### config.mk
export PLATFORM = sky130hd
export DESIGN_NAME = swt_watchdog
export DESIGN_NICKNAME = d
export VERILOG_FILES = /design/src/design/swt_tick_gen.v /design/src/design/swt_watchdog.v
export VERILOG_INCLUDE_DIRS = /design/src /design/src/design
export SDC_FILE = /design/constraint.sdc
export NUM_CORES = 1
export LEC_CHECK = 0
export ABC_AREA = 1
export BUFFER_PORTS_ARGS = -buffer_cell sky130_fd_sc_hd__buf_2
export CAP_MARGIN = 20
export CORE_AREA = 2 2 66 68
export DETAILED_ROUTE_END_ITERATION = 8
export DIE_AREA = 0 0 68 70
export GPL_TIMING_DRIVEN = 0
export PLACE_DENSITY_LB_ADDON = 0.25
export SLEW_MARGIN = 25
export SYNTH_ARGS = -nofsm -noshare
export SYNTH_HDL_FRONTEND = slang
export SYNTH_SLANG_ARGS = --single-unit
### constraint.sdc
create_clock -name clk -period 5.75 [get_ports clk]
set_input_delay 0.575 -clock clk [delete_from_list [all_inputs] [get_ports clk]]
set_output_delay 0.575 -clock clk [all_outputs]
set_load 0.01 [all_outputs]
### src/design/swt_consts.vh
// Constants of the supervisor watchdog timer.
// Assumes inclusion by bare name from the design files.
`ifndef SWT_CONSTS_VH
`define SWT_CONSTS_VH

// Internal oscillator rate in Hz
`define SWT_OSC_HZ 10240
// Clock rate of the block in Hz
`define SWT_CLK_HZ 125000000
// External clock counts
`define SWT_EXT_NORMAL 1024
`define SWT_EXT_LONG 4096
`define SWT_EXT_RESET 2048
// Internal times in ms
`define SWT_INT_SHORT_MS 100
`define SWT_INT_LONG_MS 1600
`define SWT_INT_RESET_MS 200
// Timebase tick counter width
`define SWT_CNT_W 16
// States
`define SWT_ST_OFF 2'h0
`define SWT_ST_RUN 2'h1
`define SWT_ST_RST 2'h2

`endif

### src/design/swt_tick_gen.v
// Timebase tick generator: internal oscillator divider or external edge.
// Assumes timebase_input is synchronous to clk.
`timescale 1ns/1ps
`include "swt_consts.vh"
module swt_tick_gen #(
   parameter DIV = `SWT_CLK_HZ / `SWT_OSC_HZ
) (
   input wire clk,
   input wire rst_b,
   input wire use_internal,
   input wire timebase_input,
   output reg tick_reg
);
   reg [15:0] div_reg;
   reg [15:0] div_next;
   reg tb_meta_reg;
   reg tb_sync_reg;
   reg tb_prev_reg;
   always @* begin
      div_next = div_reg + 16'h0001;
      if (div_reg == DIV[15:0] - 16'h0001) begin
         div_next = 16'h0000;
      end
   end
   always @(posedge clk) begin
      if (!rst_b) begin
         div_reg <= 16'h0000;
         tb_meta_reg <= 1'b0;
         tb_sync_reg <= 1'b0;
         tb_prev_reg <= 1'b0;
         tick_reg <= 1'b0;
      end else begin
         div_reg <= div_next;
         tb_meta_reg <= timebase_input;
         tb_sync_reg <= tb_meta_reg;
         tb_prev_reg <= tb_sync_reg;
         if (use_internal) begin
            tick_reg <= (div_reg == 16'h0000);
         end else begin
            tick_reg <= tb_sync_reg & ~tb_prev_reg;
         end
      end
   end
endmodule

### src/design/swt_watchdog.v
// Watchdog timer: kick edge detection, timeouts, reset and expiry outputs.
// Assumes all inputs synchronous to clk; power_low from analog comparators.
`timescale 1ns/1ps
`include "swt_consts.vh"
module swt_watchdog #(
   parameter EXT_NORMAL = `SWT_EXT_NORMAL,
   parameter EXT_LONG = `SWT_EXT_LONG,
   parameter EXT_RESET = `SWT_EXT_RESET,
   parameter INT_SHORT = `SWT_INT_SHORT_MS * `SWT_OSC_HZ / 1000,
   parameter INT_LONG = `SWT_INT_LONG_MS * `SWT_OSC_HZ / 1000,
   parameter INT_RESET = `SWT_INT_RESET_MS * `SWT_OSC_HZ / 1000,
   parameter OSC_DIV = `SWT_CLK_HZ / `SWT_OSC_HZ
) (
   input wire clk,
   input wire rst_b,
   input wire watchdog_kick_in,
   input wire kick_connected,
   input wire timebase_select,
   input wire timebase_input,
   input wire power_low,
   output reg reset_out_b_reg,
   output reg watchdog_expired_out
);
   localparam W = `SWT_CNT_W;
   // Two flops settle the pin, the third keeps the last level seen
   localparam SYNC = 3;
   localparam [1:0] ST_OFF = `SWT_ST_OFF;
   localparam [1:0] ST_RUN = `SWT_ST_RUN;
   localparam [1:0] ST_RST = `SWT_ST_RST;
   reg [1:0] state_reg;
   reg [1:0] state_next;
   reg [W-1:0] cnt_reg;
   reg [W-1:0] cnt_next;
   reg long_reg;
   reg long_next;
   reg wdo_next;
   reg rstb_next;
   reg [SYNC-1:0] kick_pipe_reg;
   reg [W-1:0] limit_to;
   wire tick;
   wire kick_edge;
   wire active;
   wire [W-1:0] limit_rst;

   function [W-1:0] pick;
      input sel;
      input [W-1:0] a;
      input [W-1:0] b;
      begin
         pick = sel ? a : b;
      end
   endfunction

   // Last count of a period, shared by timeout and reset pulse
   function reached;
      input [W-1:0] count;
      input [W-1:0] limit;
      begin
         reached = (count >= limit - {{(W-1){1'b0}}, 1'b1});
      end
   endfunction

   function [W-1:0] bump;
      input [W-1:0] count;
      begin
         bump = count + {{(W-1){1'b0}}, 1'b1};
      end
   endfunction

   swt_tick_gen #(
      .DIV(OSC_DIV)
   ) u_tick (
      .clk(clk),
      .rst_b(rst_b),
      .use_internal(timebase_select),
      .timebase_input(timebase_input),
      .tick_reg(tick)
   );

   // Kick pin passes a short chain; only stage one reads the raw pin
   genvar gi;
   generate
      for (gi = 0; gi < SYNC; gi = gi + 1) begin : g_kick
         if (gi == 0) begin : g_first
            always @(posedge clk) begin
               if (!rst_b) begin
                  kick_pipe_reg[gi] <= 1'b0;
               end else begin
                  kick_pipe_reg[gi] <= watchdog_kick_in;
               end
            end
         end else begin : g_next
            always @(posedge clk) begin
               if (!rst_b) begin
                  kick_pipe_reg[gi] <= 1'b0;
               end else begin
                  kick_pipe_reg[gi] <= kick_pipe_reg[gi-1];
               end
            end
         end
      end
   endgenerate

   // While long_reg is clear, pin level of timebase_input picks the short or long internal period
   always @* begin
      case ({timebase_select, long_reg | timebase_input})
         2'h3: begin
            limit_to = INT_LONG[W-1:0];
         end
         2'h2: begin
            limit_to = INT_SHORT[W-1:0];
         end
         default: begin
            limit_to = pick(long_reg, EXT_LONG[W-1:0],
               EXT_NORMAL[W-1:0]);
         end
      endcase
   end

   assign limit_rst = pick(timebase_select, INT_RESET[W-1:0],
      EXT_RESET[W-1:0]);
   // Both polarities count, so a plain difference of the last two
   assign kick_edge = kick_pipe_reg[SYNC-1] ^ kick_pipe_reg[SYNC-2];
   assign active = kick_connected & ~power_low;

   always @* begin
      state_next = state_reg;
      cnt_next = cnt_reg;
      long_next = long_reg;
      wdo_next = watchdog_expired_out;
      rstb_next = 1'b1;
      case (state_reg)
         ST_OFF: begin
            cnt_next = {W{1'b0}};
            long_next = 1'b1;
            if (active) begin
               state_next = ST_RUN;
            end
         end
         ST_RUN: begin
            if (kick_edge) begin
               cnt_next = {W{1'b0}};
               long_next = 1'b0;
               wdo_next = 1'b1;
            end else if (tick) begin
               if (reached(cnt_reg, limit_to)) begin
                  // Expired: repeats while kick stays still
                  cnt_next = {W{1'b0}};
                  wdo_next = 1'b0;
                  rstb_next = 1'b0;
                  state_next = ST_RST;
               end else begin
                  cnt_next = bump(cnt_reg);
               end
            end
         end
         ST_RST: begin
            rstb_next = 1'b0;
            // Kick during the pulse clears the flag, not the long period
            long_next = 1'b1;
            if (kick_edge) begin
               wdo_next = 1'b1;
            end
            if (tick) begin
               if (reached(cnt_reg, limit_rst)) begin
                  cnt_next = {W{1'b0}};
                  rstb_next = 1'b1;
                  state_next = ST_RUN;
               end else begin
                  cnt_next = bump(cnt_reg);
               end
            end
         end
         default: begin
            state_next = ST_OFF;
         end
      endcase
      // Idle wins over a pulse in flight, so reset never sticks low
      if (!active) begin
         state_next = ST_OFF;
         rstb_next = 1'b1;
      end
      if (power_low) begin
         wdo_next = 1'b1;
      end
   end

   always @(posedge clk) begin
      if (!rst_b) begin
         state_reg <= ST_OFF;
         cnt_reg <= {W{1'b0}};
         long_reg <= 1'b1;
         reset_out_b_reg <= 1'b1;
         watchdog_expired_out <= 1'b1;
      end else begin
         state_reg <= state_next;
         cnt_reg <= cnt_next;
         long_reg <= long_next;
         reset_out_b_reg <= rstb_next;
         watchdog_expired_out <= wdo_next;
      end
   end
endmodule

=== After elaboration in Yosys (flattened, before gate mapping) ===
Cells that the tools add are included.

* Register bits: 44
* Bits in latches: 0
* Memory bits (writable): 0
* Bits in read-only memories: 0
* Input port bits: 7
* Output and inout bits: 2
* Word-level logic and storage cells: 80
* Memories kept: 0

* Add/subtract/negate cells: 3
* Multiply operators: 0
* Div/mod/pow operators: 0
* Magnitude comparators: 2
* Eq/ne operators: 14
* Shift operators: 0
* Mux-type cells: 28
* Bitwise operators: 7
* Reductions and logical operators: 13

{| class="wikitable"
|+ Operators by type and width
! operator !! count
|-
| 16-bit two-way mux || 5
|-
| 16-bit case mux with 3 select lines || 1
|-
| 16-bit by 1-bit adder with 16-bit output, second input constant || 2
|-
| 15-bit case mux with 2 select lines || 1
|-
| 16-bit by 14-bit == test with 1-bit output, second input constant || 1
|-
| 16-bit by 11-bit greater-or-equal comparator with 1-bit output, second input constant || 1
|-
| 16-bit greater-or-equal comparator || 1
|-
| 16-bit logical NOT || 1
|-
| 16-bit by 1-bit subtractor with 16-bit output, second input constant || 1
|-
| 13-bit two-way mux || 1
|-
| 1-bit two-way mux || 11
|-
| 2-bit two-way mux || 5
|-
| 2-bit inequality test, second input constant || 5
|-
| 2-bit == test, second input constant || 3
|-
| 1-bit case mux with 2 select lines || 3
|-
| 2-bit case mux with 3 select lines || 1
|-
| 2-bit OR reduction || 3
|-
| 5-bit AND reduction || 1
|-
| 2-bit by 1-bit inequality test with 1-bit output, second input constant || 2
|-
| 2-bit AND reduction || 2
|-
| 4-bit AND reduction || 1
|-
| 2-bit nonzero test || 2
|-
| 3-bit by 2-bit inequality test with 1-bit output, second input constant || 1
|-
| 3-bit inequality test, second input constant || 1
|-
| other kinds (8) || 11
|}

=== Depth between registers and ports, before layout ===
Gate-level depths: netlist of run 1.

* Word-level depth: 9
* Mapped depth: 17
* Gate-level depth less buffers: 17

=== Cells and area by module ===
From an unflattened synthesis of run 1, not the netlist that was laid out.

* Cell total of the unflattened synthesis: 407
* Area total of the unflattened synthesis: 2,720.1 um^2

{| class="wikitable"
|+ By module, submodules not included
! module !! times used !! cells an instance !! area an instance (um^2) !! sequential area each (um^2)
|-
| swt_watchdog || 1 || 257 || 1,700.4 || 480.5
|-
| swt_tick_gen || 1 || 150 || 1,019.7 || 400.4
|}

=== Worst setup path before layout of run 1 ===
No wires, ideal clock.

* Path kind: input-to-reg
* Start point: input timebase_input
* End point: register cnt_reg[9]
* Library setup time: 64 ps
* Data arrival time: 2,345 ps
* Required time: 5,686 ps
* Path slack: 3,341 ps
* Stages: 16
* Path buffers: 0
* Cells stage by stage: o21ai_0 > nand2_1 > ha_1 > xor2_1 > ha_1 > nand2_1 > inv_1 > nand2_1 > nand2_1 > nor2_1 > nand3_2 > nand2_4 > nand2_2 > nand2_2 > nand2_4 > nor2_1

* Word-level cells in the longest chain between the ends: 9
* Elaborated cells on any way between the ends: 10
* Those cells by class: add/sub (1); order compare (1); eq/ne (2); mux (5); bitwise (1)

{| class="wikitable"
|+ RTL lines
! what !! line !! text
|-
| start: declaration || swt_watchdog.v:19 || <nowiki>input wire timebase_input,</nowiki>
|-
| 1-bit OR (*) || swt_watchdog.v:106 || <nowiki>case ({timebase_select, long_reg | timebase_input})</nowiki>
|-
| 2-bit == test || n/a ||
|-
| 15-bit case mux with 2 select lines (*) || swt_watchdog.v:106 ||
|-
| 16-bit by 1-bit subtractor with 16-bit output (*) || swt_watchdog.v:59 || <nowiki>reached = (count >= limit - {{(W-1){1'b0}}, 1'b1});</nowiki>
|-
| 16-bit greater-or-equal comparator (*) || swt_watchdog.v:59 ||
|-
| 16-bit two-way mux (*) || swt_watchdog.v:146 || <nowiki>if (reached(cnt_reg, limit_to)) begin</nowiki>
|-
| 16-bit two-way mux (*) || swt_watchdog.v:145 || <nowiki>end else if (tick) begin</nowiki>
|-
| 16-bit two-way mux (*) || swt_watchdog.v:141 || <nowiki>if (kick_edge) begin</nowiki>
|-
| 16-bit case mux with 3 select lines (*) || swt_watchdog.v:132 || <nowiki>case (state_reg)</nowiki>
|-
| end signal: assignment || swt_watchdog.v:191 || <nowiki>cnt_reg <= {W{1'b0}};</nowiki>
|-
| end signal: assignment || swt_watchdog.v:197 || <nowiki>cnt_reg <= cnt_next;</nowiki>
|-
| end: declaration || swt_watchdog.v:32 || <nowiki>reg [W-1:0] cnt_reg;</nowiki>
|}

Every way passes the cells marked *; elsewhere a longest branch is shown, timed or not. The select of a mux whose other input is x is not followed.
A chain may end at the register's enable or synchronous reset.

=== Worst setup path in the final report of run 1 ===
* Start point: input timebase_input
* End point: register cnt_reg[4]

The elaborated chain is that of the path after synthesis.

==> run summary, run 1 <==
The count of max-cap constraint violations came out at 0. The number of buffers added by the clock tree synthesis step came out at 5. The congestion estimate from routability-driven global placement came to 0.923.

The fraction of synthesized cell area taken by the top area cell type is 0.344. The async set or reset register ratio after synthesis is 0. The total setup violations reported at the end of the flow is 0. The wire length of the first global-routing pass came out at 8620 um.

For this run, design rule violations remaining after detail routing come to 0. The run finished with clean final reports. The clock latency reported for the late side of the worst-skew pair came out at 290 ps. The shortest period the worst path allows came out at 2460 ps. The number of vias after detailed routing is 2273. The gate count after technology mapping is 375. The ratio of routed vias to standard cells came out at 5.13.

Of all nets on the critical path, the largest fanout is 9. The I/O pin count came out at 9. The xor/xnor cell area share of the yosys netlist came out at 0.0337. The top cell type by total area after synthesis is sky130_fd_sc_hd__dfxtp_1. The worst setup path is of the in2reg kind. The cell leakage power came out at 1.20 nW. The number of pins with negative max-slew slack in the final report came to 0. The largest family of logic cells by synthesized area is simple AND/OR/NAND/NOR gates. After floorplanning, the core was divided into 24 placement rows. The data required time of the critical path came out at 5980 ps. The largest net degree at the start of global routing is 14. The total power consumption of the routed design came out at 0.558 mW. The cell at the root of the clock tree is sky130_fd_sc_hd__clkbuf_8. After floorplanning, the core was sized to cover 4140 um^2. In the final routed layout, each cell accounts on average for 11.0 um. The total track usage is 0.233. The portion of synthesized area spent on multiplexers is 0. The combined area of all synthesized cells is 2560 um^2. The total of hold buffers inserted after clock tree synthesis is 0. The final hold violation count came to 0. The worst hold path cell count is 2.

The Yosys step of the flow raised 0 warnings. Counting every sink on the clock net gives 44. For this design the ratio of total power to cell area is 202 nW/um^2. The final worst clock skew is 6.25 ps. The worst path arrival time came out at 2690 ps. The buffering stage count on the worst path with inverters included is 2.

The initial standard-cell utilization of the core is 0.618. Walking the worst path, the cells encountered are buf_2, o21ai_0, nand2_1, ha_1, xor2_1, ha_1, nand2_1, inv_1, nand2_1, nand2_1, nor2_1, nand3_2, nand2_4, nand2_2, nand2_2, nand2_4, nor2_1. The count of unique library cells instantiated by Yosys came out at 33. After global routing the overflow that remains totals 0. The worst supply voltage drop on vdd is 170 uV. The clock transition at the registers of the reported paths is 80 ps. The number of logic stages on the critical path including buffering came out at 17. For this block, the routed nets add up to 4860 um of wire.

Gates resized during post-CTS repair numbered 0. The number of enable-type register cells in the synthesized netlist came out at 0. The via count of the first global-routing pass came to 2086. In the finished design, the share of the clock period the worst path needs comes to 0.427. The antenna diode instance count came out at 0. The H-tree depth came out at 2. The die is 70 um tall. The final net count is 412. Relative to the synthesized area, the layout overhead comes to 7.76%.

After synthesis, the mean cell area works out to 6.83 um^2. The fraction of the mapped netlist area in compound gates came to 0.0854. The total nets after synthesis came out at 397. The synthesized design contains 44 register bits. In the synthesized netlist the dominant register cell turns out to be sky130_fd_sc_hd__dfxtp_1. The longest individual stage delay on the worst path is 280 ps. Setup repair after global routing left no endpoint under its margin.

The number of nets still failing antenna checks after routing came out at 0. Counting along the longest clock path gives a buffer depth of 2. In the layout the commonest cells are 88 x sky130_fd_sc_hd__nand2_1, 54 x sky130_fd_sc_hd__inv_1, 44 x sky130_fd_sc_hd__dfxtp_1, 39 x sky130_fd_sc_hd__nor2_1, 28 x sky130_fd_sc_hd__nand3_1.

The top layer used by detailed routing is met4. The number of antenna violations at the first check in global routing came out at 0. TritonCTS built the clock tree. Ranked by total cell area, the synthesized netlist is headed by sky130_fd_sc_hd__dfxtp_1 34%, sky130_fd_sc_hd__nand2_1 13%, sky130_fd_sc_hd__inv_1 7.9%, sky130_fd_sc_hd__ha_1 7.3%, sky130_fd_sc_hd__nor2_1 5.7%.

In the final layout, the share of cells above drive strength 1 is 0.120. Among all stages on the critical path, the largest delay is contributed by sky130_fd_sc_hd__ha_1. In this run the worst hold path is classified as reg2reg. The number of optimization iterations in the first detailed-route pass is 4.

The number of setup buffers added after CTS came out at 0. Of the synthesized area, sequential elements account for 0.344. The kind of end point of the critical path is a register.

The upper clock frequency limit is 407 MHz. By instance count, the cell type seen most on the critical path is sky130_fd_sc_hd__nand2_1. The share of synthesized cell area in full adder, half adder and majority cells came out at 0.0732. Leaving out fill and tap cells, the most frequent cell in the layout is sky130_fd_sc_hd__nand2_1. The routed length on met2 is 2350 um.

The family with the most delay on the worst path is simple AND/OR/NAND/NOR gates. The post-synthesis share of cell area spent on and, or, nand and nor gates came out at 0.365. The depth of the most critical reg-to-reg path is 16.

The violation count after the first detailed-routing iteration is 150. STA classifies the critical path startpoint as an input port. The die covers 4760 um^2. The count of port buffers added during placement came out at 8.

The total length of routed met3 wires is 165 um. The met1 wire length is 2270 um. The die outline width is 68 um. The half-perimeter wire length after placement came out at 3820 um.

Setup total negative slack on the finished layout was measured at 0 ps.
-- logic make-up after synthesis --
| kind of cell | count (synthesis) |
|---|---|
| simple gates | 202 |
| buf+inv | 63 |
| flops | 44 |
| compound gates | 41 |
| fa+ha+maj | 15 |
| xor+xnor | 9 |
| other cells | 1 |
-- cell type report --
class                      instances  area (um^2)
buffer                             4         27.5
clock buffer                       7         86.3
clock inverter                     1         7.51
fill                             360         1380
inverter                          59          221
multi-input combinational        268         1430
sequential                        44          881
tap                               52         65.1
timing repair buffer               8         40.0
-- final timing paths --
check                         from               end  slack, ps
hold / removal    kick_pipe_reg[0]  kick_pipe_reg[1]        420
hold reg to reg   kick_pipe_reg[0]  kick_pipe_reg[1]        420
setup reg to reg          long_reg        cnt_reg[4]       3350
setup / recovery    timebase_input        cnt_reg[4]       3290
-- layer usage --
metal	vias up	track usage
met4	0	0.0711
met5	-	0
met1	1005	0.286
met2	35	0.396
met3	8	0.0531
li1	1225	-
-- where the power goes --
part	switching (mW)	internal (mW)	leakage (nW)
Combinational	0.0276	0.0160	0.801
Clock	0.102	0.0976	0.0445
Sequential	0.00476	0.310	0.357
Total	0.134	0.423	1.20
-- worst min-delay path, cell delays in order, from the launching register on --
cell and delay (ps):
sky130_fd_sc_hd__dfxtp_1 320, sky130_fd_sc_hd__nand2_1 50, sky130_fd_sc_hd__inv_1 40
-- cell usage after synthesis (2+ instances only) --
cell type,instances
sky130_fd_sc_hd__o21ai_0,13
sky130_fd_sc_hd__nor3_1,6
sky130_fd_sc_hd__inv_1,54
sky130_fd_sc_hd__a21oi_1,23
sky130_fd_sc_hd__dfxtp_1,44
sky130_fd_sc_hd__nand4_1,13
sky130_fd_sc_hd__o211ai_1,3
sky130_fd_sc_hd__nor2_2,6
sky130_fd_sc_hd__nand2_1,88
sky130_fd_sc_hd__nor2_1,39
sky130_fd_sc_hd__nand3_1,28
sky130_fd_sc_hd__nor4_1,3
sky130_fd_sc_hd__nand2_2,9
sky130_fd_sc_hd__xor2_1,7
sky130_fd_sc_hd__inv_2,4
sky130_fd_sc_hd__ha_1,15
sky130_fd_sc_hd__nand2_4,2
sky130_fd_sc_hd__nand3_2,3
-- through the flow --
stage               setup WS [ps]  cells  instance area (um^2)   util  hold WS (ps)
floorplan                    3340    375                  2560      -           390
global placement             3000    435                  2670  0.644           394
detailed placement           2970    435                  2670  0.644           405
CTS                          3270    443                  2760  0.666           426
global route                 3070    443                  2760  0.666           455
finish                       3290    443                  2760  0.666           423
Power figures use the tool's default switching activity.
==> inputs of run 2 (changes only) <==
CORE_AREA = 2 2 68 70   (was 2 2 66 68)
DIE_AREA = 0 0 70 72   (was 0 0 68 70)
clock period = 2.3 ns   (was 5.75 ns; I/O delays follow)
==> run 2 against run 1 <==
  * Setup slack got worse by 3200 ps
  * Global-route usage shrank 2.0 points
  * Routed wire length rose by 7.5%
  * Clock skew rose by 1.5 ps
  * Via count grew 3.0%
  * Cell count grew 1.1%
  * Largest power group unchanged
  * Highest routed layer unchanged
==> run summary, run 2 (synthesized netlist as in run 1, its figures left out) <==
Result of the run: finished, final reports clean (unchanged). The routed wire length came out at 5230 um (was 4860 um). The clock latency reported for the late side of the worst-skew pair is 300 ps (was 290 ps). The depth of the most critical reg-to-reg path is 16 (unchanged). The part of the power in the clock network is 0.404 (was 0.358). The power share of the sequential group is 0.511 (was 0.564). The total track usage is 0.212 (was 0.233). The number of buffers added by the clock tree synthesis step is 5 (unchanged). The share of post-route cells with drive strength above 1 came out at 0.159 (was 0.120). The via count of the first global-routing pass is 2105 (was 2086).

The row count is 24 (unchanged). The number of logic stages on the critical path including buffering is 16 (was 17). The part of the power in combinational logic is 0.084 (was 0.078).

The initial standard-cell utilization of the core came out at 0.601 (was 0.618). The upper clock frequency limit is 464 MHz. The TritonCTS clock tree is built (unchanged). The number of optimization iterations in the first detailed-route pass is 5 (was 4). The transition time of the tightest slew-check pin came out at 505 ps. The cell area after placement is 2670 um^2 (unchanged). The die outline width is 70 um (was 68 um).

The area of the core is 4260 um^2 (was 4140 um^2). The proportion of total power due to net switching came out at 0.232 (was 0.241). The total of hold buffers inserted after clock tree synthesis came out at 0 (unchanged).

The internal power summed over all cells is 1.18 mW (was 0.423 mW). The clock transition at the registers of the reported paths came out at 90 ps (was 80 ps). The ratio of routed vias to standard cells is 5.23 (was 5.13). The last weighted congestion value of the routability-driven placer is 0.957 (was 0.923). The clock sink total is 44 (unchanged). The number of pins with negative max-slew slack in the final report is 0 (unchanged). The longest individual stage delay on the worst path is 340 ps (was 280 ps).

The largest driver fanout on the critical path came out at 8 (was 9). The wire length of the first global-routing pass is 8690 um (was 8620 um). The category of the most critical setup path was reg2reg (was in2reg).

The maximum count of clock buffers along a single path is 2 (unchanged). In this run the tightest slew margin relative to its limit is 0.663. The half-perimeter wire length after placement is 3870 um (was 3820 um). The final standard cell area without fillers was 2890 um^2 (was 2760 um^2). The aggregate global routing overflow is 0 (unchanged). The largest net degree at the start of global routing is 15 (was 14). The area of the die came out at 5040 um^2 (was 4760 um^2). The worst-path cell with the longest stage delay was sky130_fd_sc_hd__dfxtp_2 (was sky130_fd_sc_hd__ha_1).

The data required time of the critical path is 2490 ps (was 5980 ps). The ratio of total power to cell area came out at 533 nW/um^2 (was 202 nW/um^2). The total setup violations reported at the end of the flow is 0 (unchanged). The final period utilization came out at 0.938.

The kind of end point of the critical path is a register (unchanged). The cell at the root of the clock tree is sky130_fd_sc_hd__clkbuf_8 (unchanged). Chain of cells forming the critical path: o21ai_2, nand2_1, ha_2, xor2_1, ha_1, nand2_1, inv_2, nand2_4, nor2_1, nand2_1, nand3_4, nand2_4, nand2_2, nand2_2, nand2_4, nor2_1 (was buf_2, o21ai_0, nand2_1, ha_1, xor2_1, ha_1, nand2_1, inv_1, nand2_1, nand2_1, nor2_1, nand3_2, nand2_4, nand2_2, nand2_2, nand2_4, nor2_1). The layout overhead on the synthesized area is 12.6% (was 7.76%). The count of port buffers added during placement came out at 8 (unchanged).

The commonest non-fill, non-tap cell in the layout is sky130_fd_sc_hd__nand2_1 (unchanged). The final net count is 417 (was 412). The shortest period the worst path allows came out at 2160 ps. The number of antenna violations at the first check in global routing is 0 (unchanged). The setup slack at placement was -187 ps (was 2970 ps). The number of nets still failing antenna checks after routing came out at 0 (unchanged).

The H-tree depth was 2 (unchanged). The violation count after the first detailed-routing iteration came out at 141 (was 150). The count of max-cap constraint violations is 0 (unchanged).

Most frequent cells in the layout: 86 x sky130_fd_sc_hd__nand2_1, 53 x sky130_fd_sc_hd__inv_1, 43 x sky130_fd_sc_hd__dfxtp_1, 36 x sky130_fd_sc_hd__nor2_1, 28 x sky130_fd_sc_hd__nand3_1 (was 88 x sky130_fd_sc_hd__nand2_1, 54 x sky130_fd_sc_hd__inv_1, 44 x sky130_fd_sc_hd__dfxtp_1, 39 x sky130_fd_sc_hd__nor2_1, 28 x sky130_fd_sc_hd__nand3_1). The kind of start point of the critical path is a register (was input port). The average routed wire per standard cell is 11.7 um (was 11.0 um).

The worst path arrival time came to 2340 ps (was 2690 ps). The number of vias after detailed routing is 2342 (was 2273). The worst hold path cell count is 3 (was 2). The I/O pin count is 9 (unchanged). The worst supply voltage drop on vdd is 392 uV (was 170 uV). The least setup slack across all paths after layout is 144 ps (was 3290 ps). The height of the chip came out at 72 um (was 70 um). The remaining routing DRC violations came to 0 (unchanged). The number of filler instances in the final layout is 364 (was 360).

The kind of path behind the tightest hold check is in2reg (was reg2reg). The antenna diode instance count came out at 0 (unchanged). The net switching power came to 0.356 mW (was 0.134 mW). The cell leakage power is 1.26 nW (was 1.20 nW). The buffering stage count on the worst path with inverters included came out at 1 (was 2). The family with the most delay on the worst path is simple AND/OR/NAND/NOR gates (unchanged). The final hold violation count came to 0 (unchanged). The final worst clock skew was 7.70 ps (was 6.25 ps).
[run 2: path summary, 6_finish.rpt]
check                                 startpoint                to  slack [ps]
worst max-delay path                    long_reg        cnt_reg[9]         140
worst max register to register          long_reg        cnt_reg[9]         140
worst min register to register  kick_pipe_reg[0]  kick_pipe_reg[1]         420
worst min-delay path            watchdog_kick_in  kick_pipe_reg[0]         110
[run 2: final cells by class]
cell class,count,area [um^2],area share
clock buffer,6,82.6,0.0286
sequential,44,882,0.306
inverter,59,221,0.0768
timing repair buffer,13,90.1,0.0312
buffer,4,27.5,0.00954
tap,52,65.1,0.0225
multi-input combinational,268,1480,0.512
clock inverter,2,38.8,0.0134
[run 2: worst min-delay path, delay by kind of cell]
family | cells | cell delay [ps]
buf+inv | 2 | 110
simple gates | 1 | 40
[run 2: per-stage QoR]
| step | total power, mW | hold slack, ps | setup TNS (ps) | instances | util |
|---|---|---|---|---|---|
| after global placement | 0.909 | 398 | -602 | 435 | 0.626 |
| after CTS | 1.54 | 104 | 0 | 443 | 0.656 |
| after detailed placement | 0.913 | 402 | -2130 | 435 | 0.626 |
| final | 1.54 | 111 | 0 | 448 | 0.677 |
| after global routing | 1.60 | 121 | -247 | 448 | 0.677 |
| after floorplan | 0.882 | 323 | 0 | 375 | - |
[run 2: what timing repair did]
action                     CTS  global route
pin swaps                    0            10
setup endpoints to repair   18            19
gates resized for setup      3            12
buffers inserted             0             5
[run 2: routing by layer]
metal / routed length, um / global-route usage
met2: 2540 / 0.369
met3: 206 / 0.0417
met5: 0 / 0
met4: 95 / 0.0940
met1: 2390 / 0.257
[run 2: power groups by stage]
| stage | clock [mW] | combinational (mW) | sequential, mW |
|---|---|---|---|
| after detailed placement | 0 | 0.110 | 0.803 |
| after floorplan | 0 | 0.0810 | 0.801 |
| final | 0.621 | 0.129 | 0.786 |
| after CTS | 0.639 | 0.111 | 0.786 |
| after global placement | 0 | 0.106 | 0.803 |
| after global routing | 0.667 | 0.146 | 0.788 |
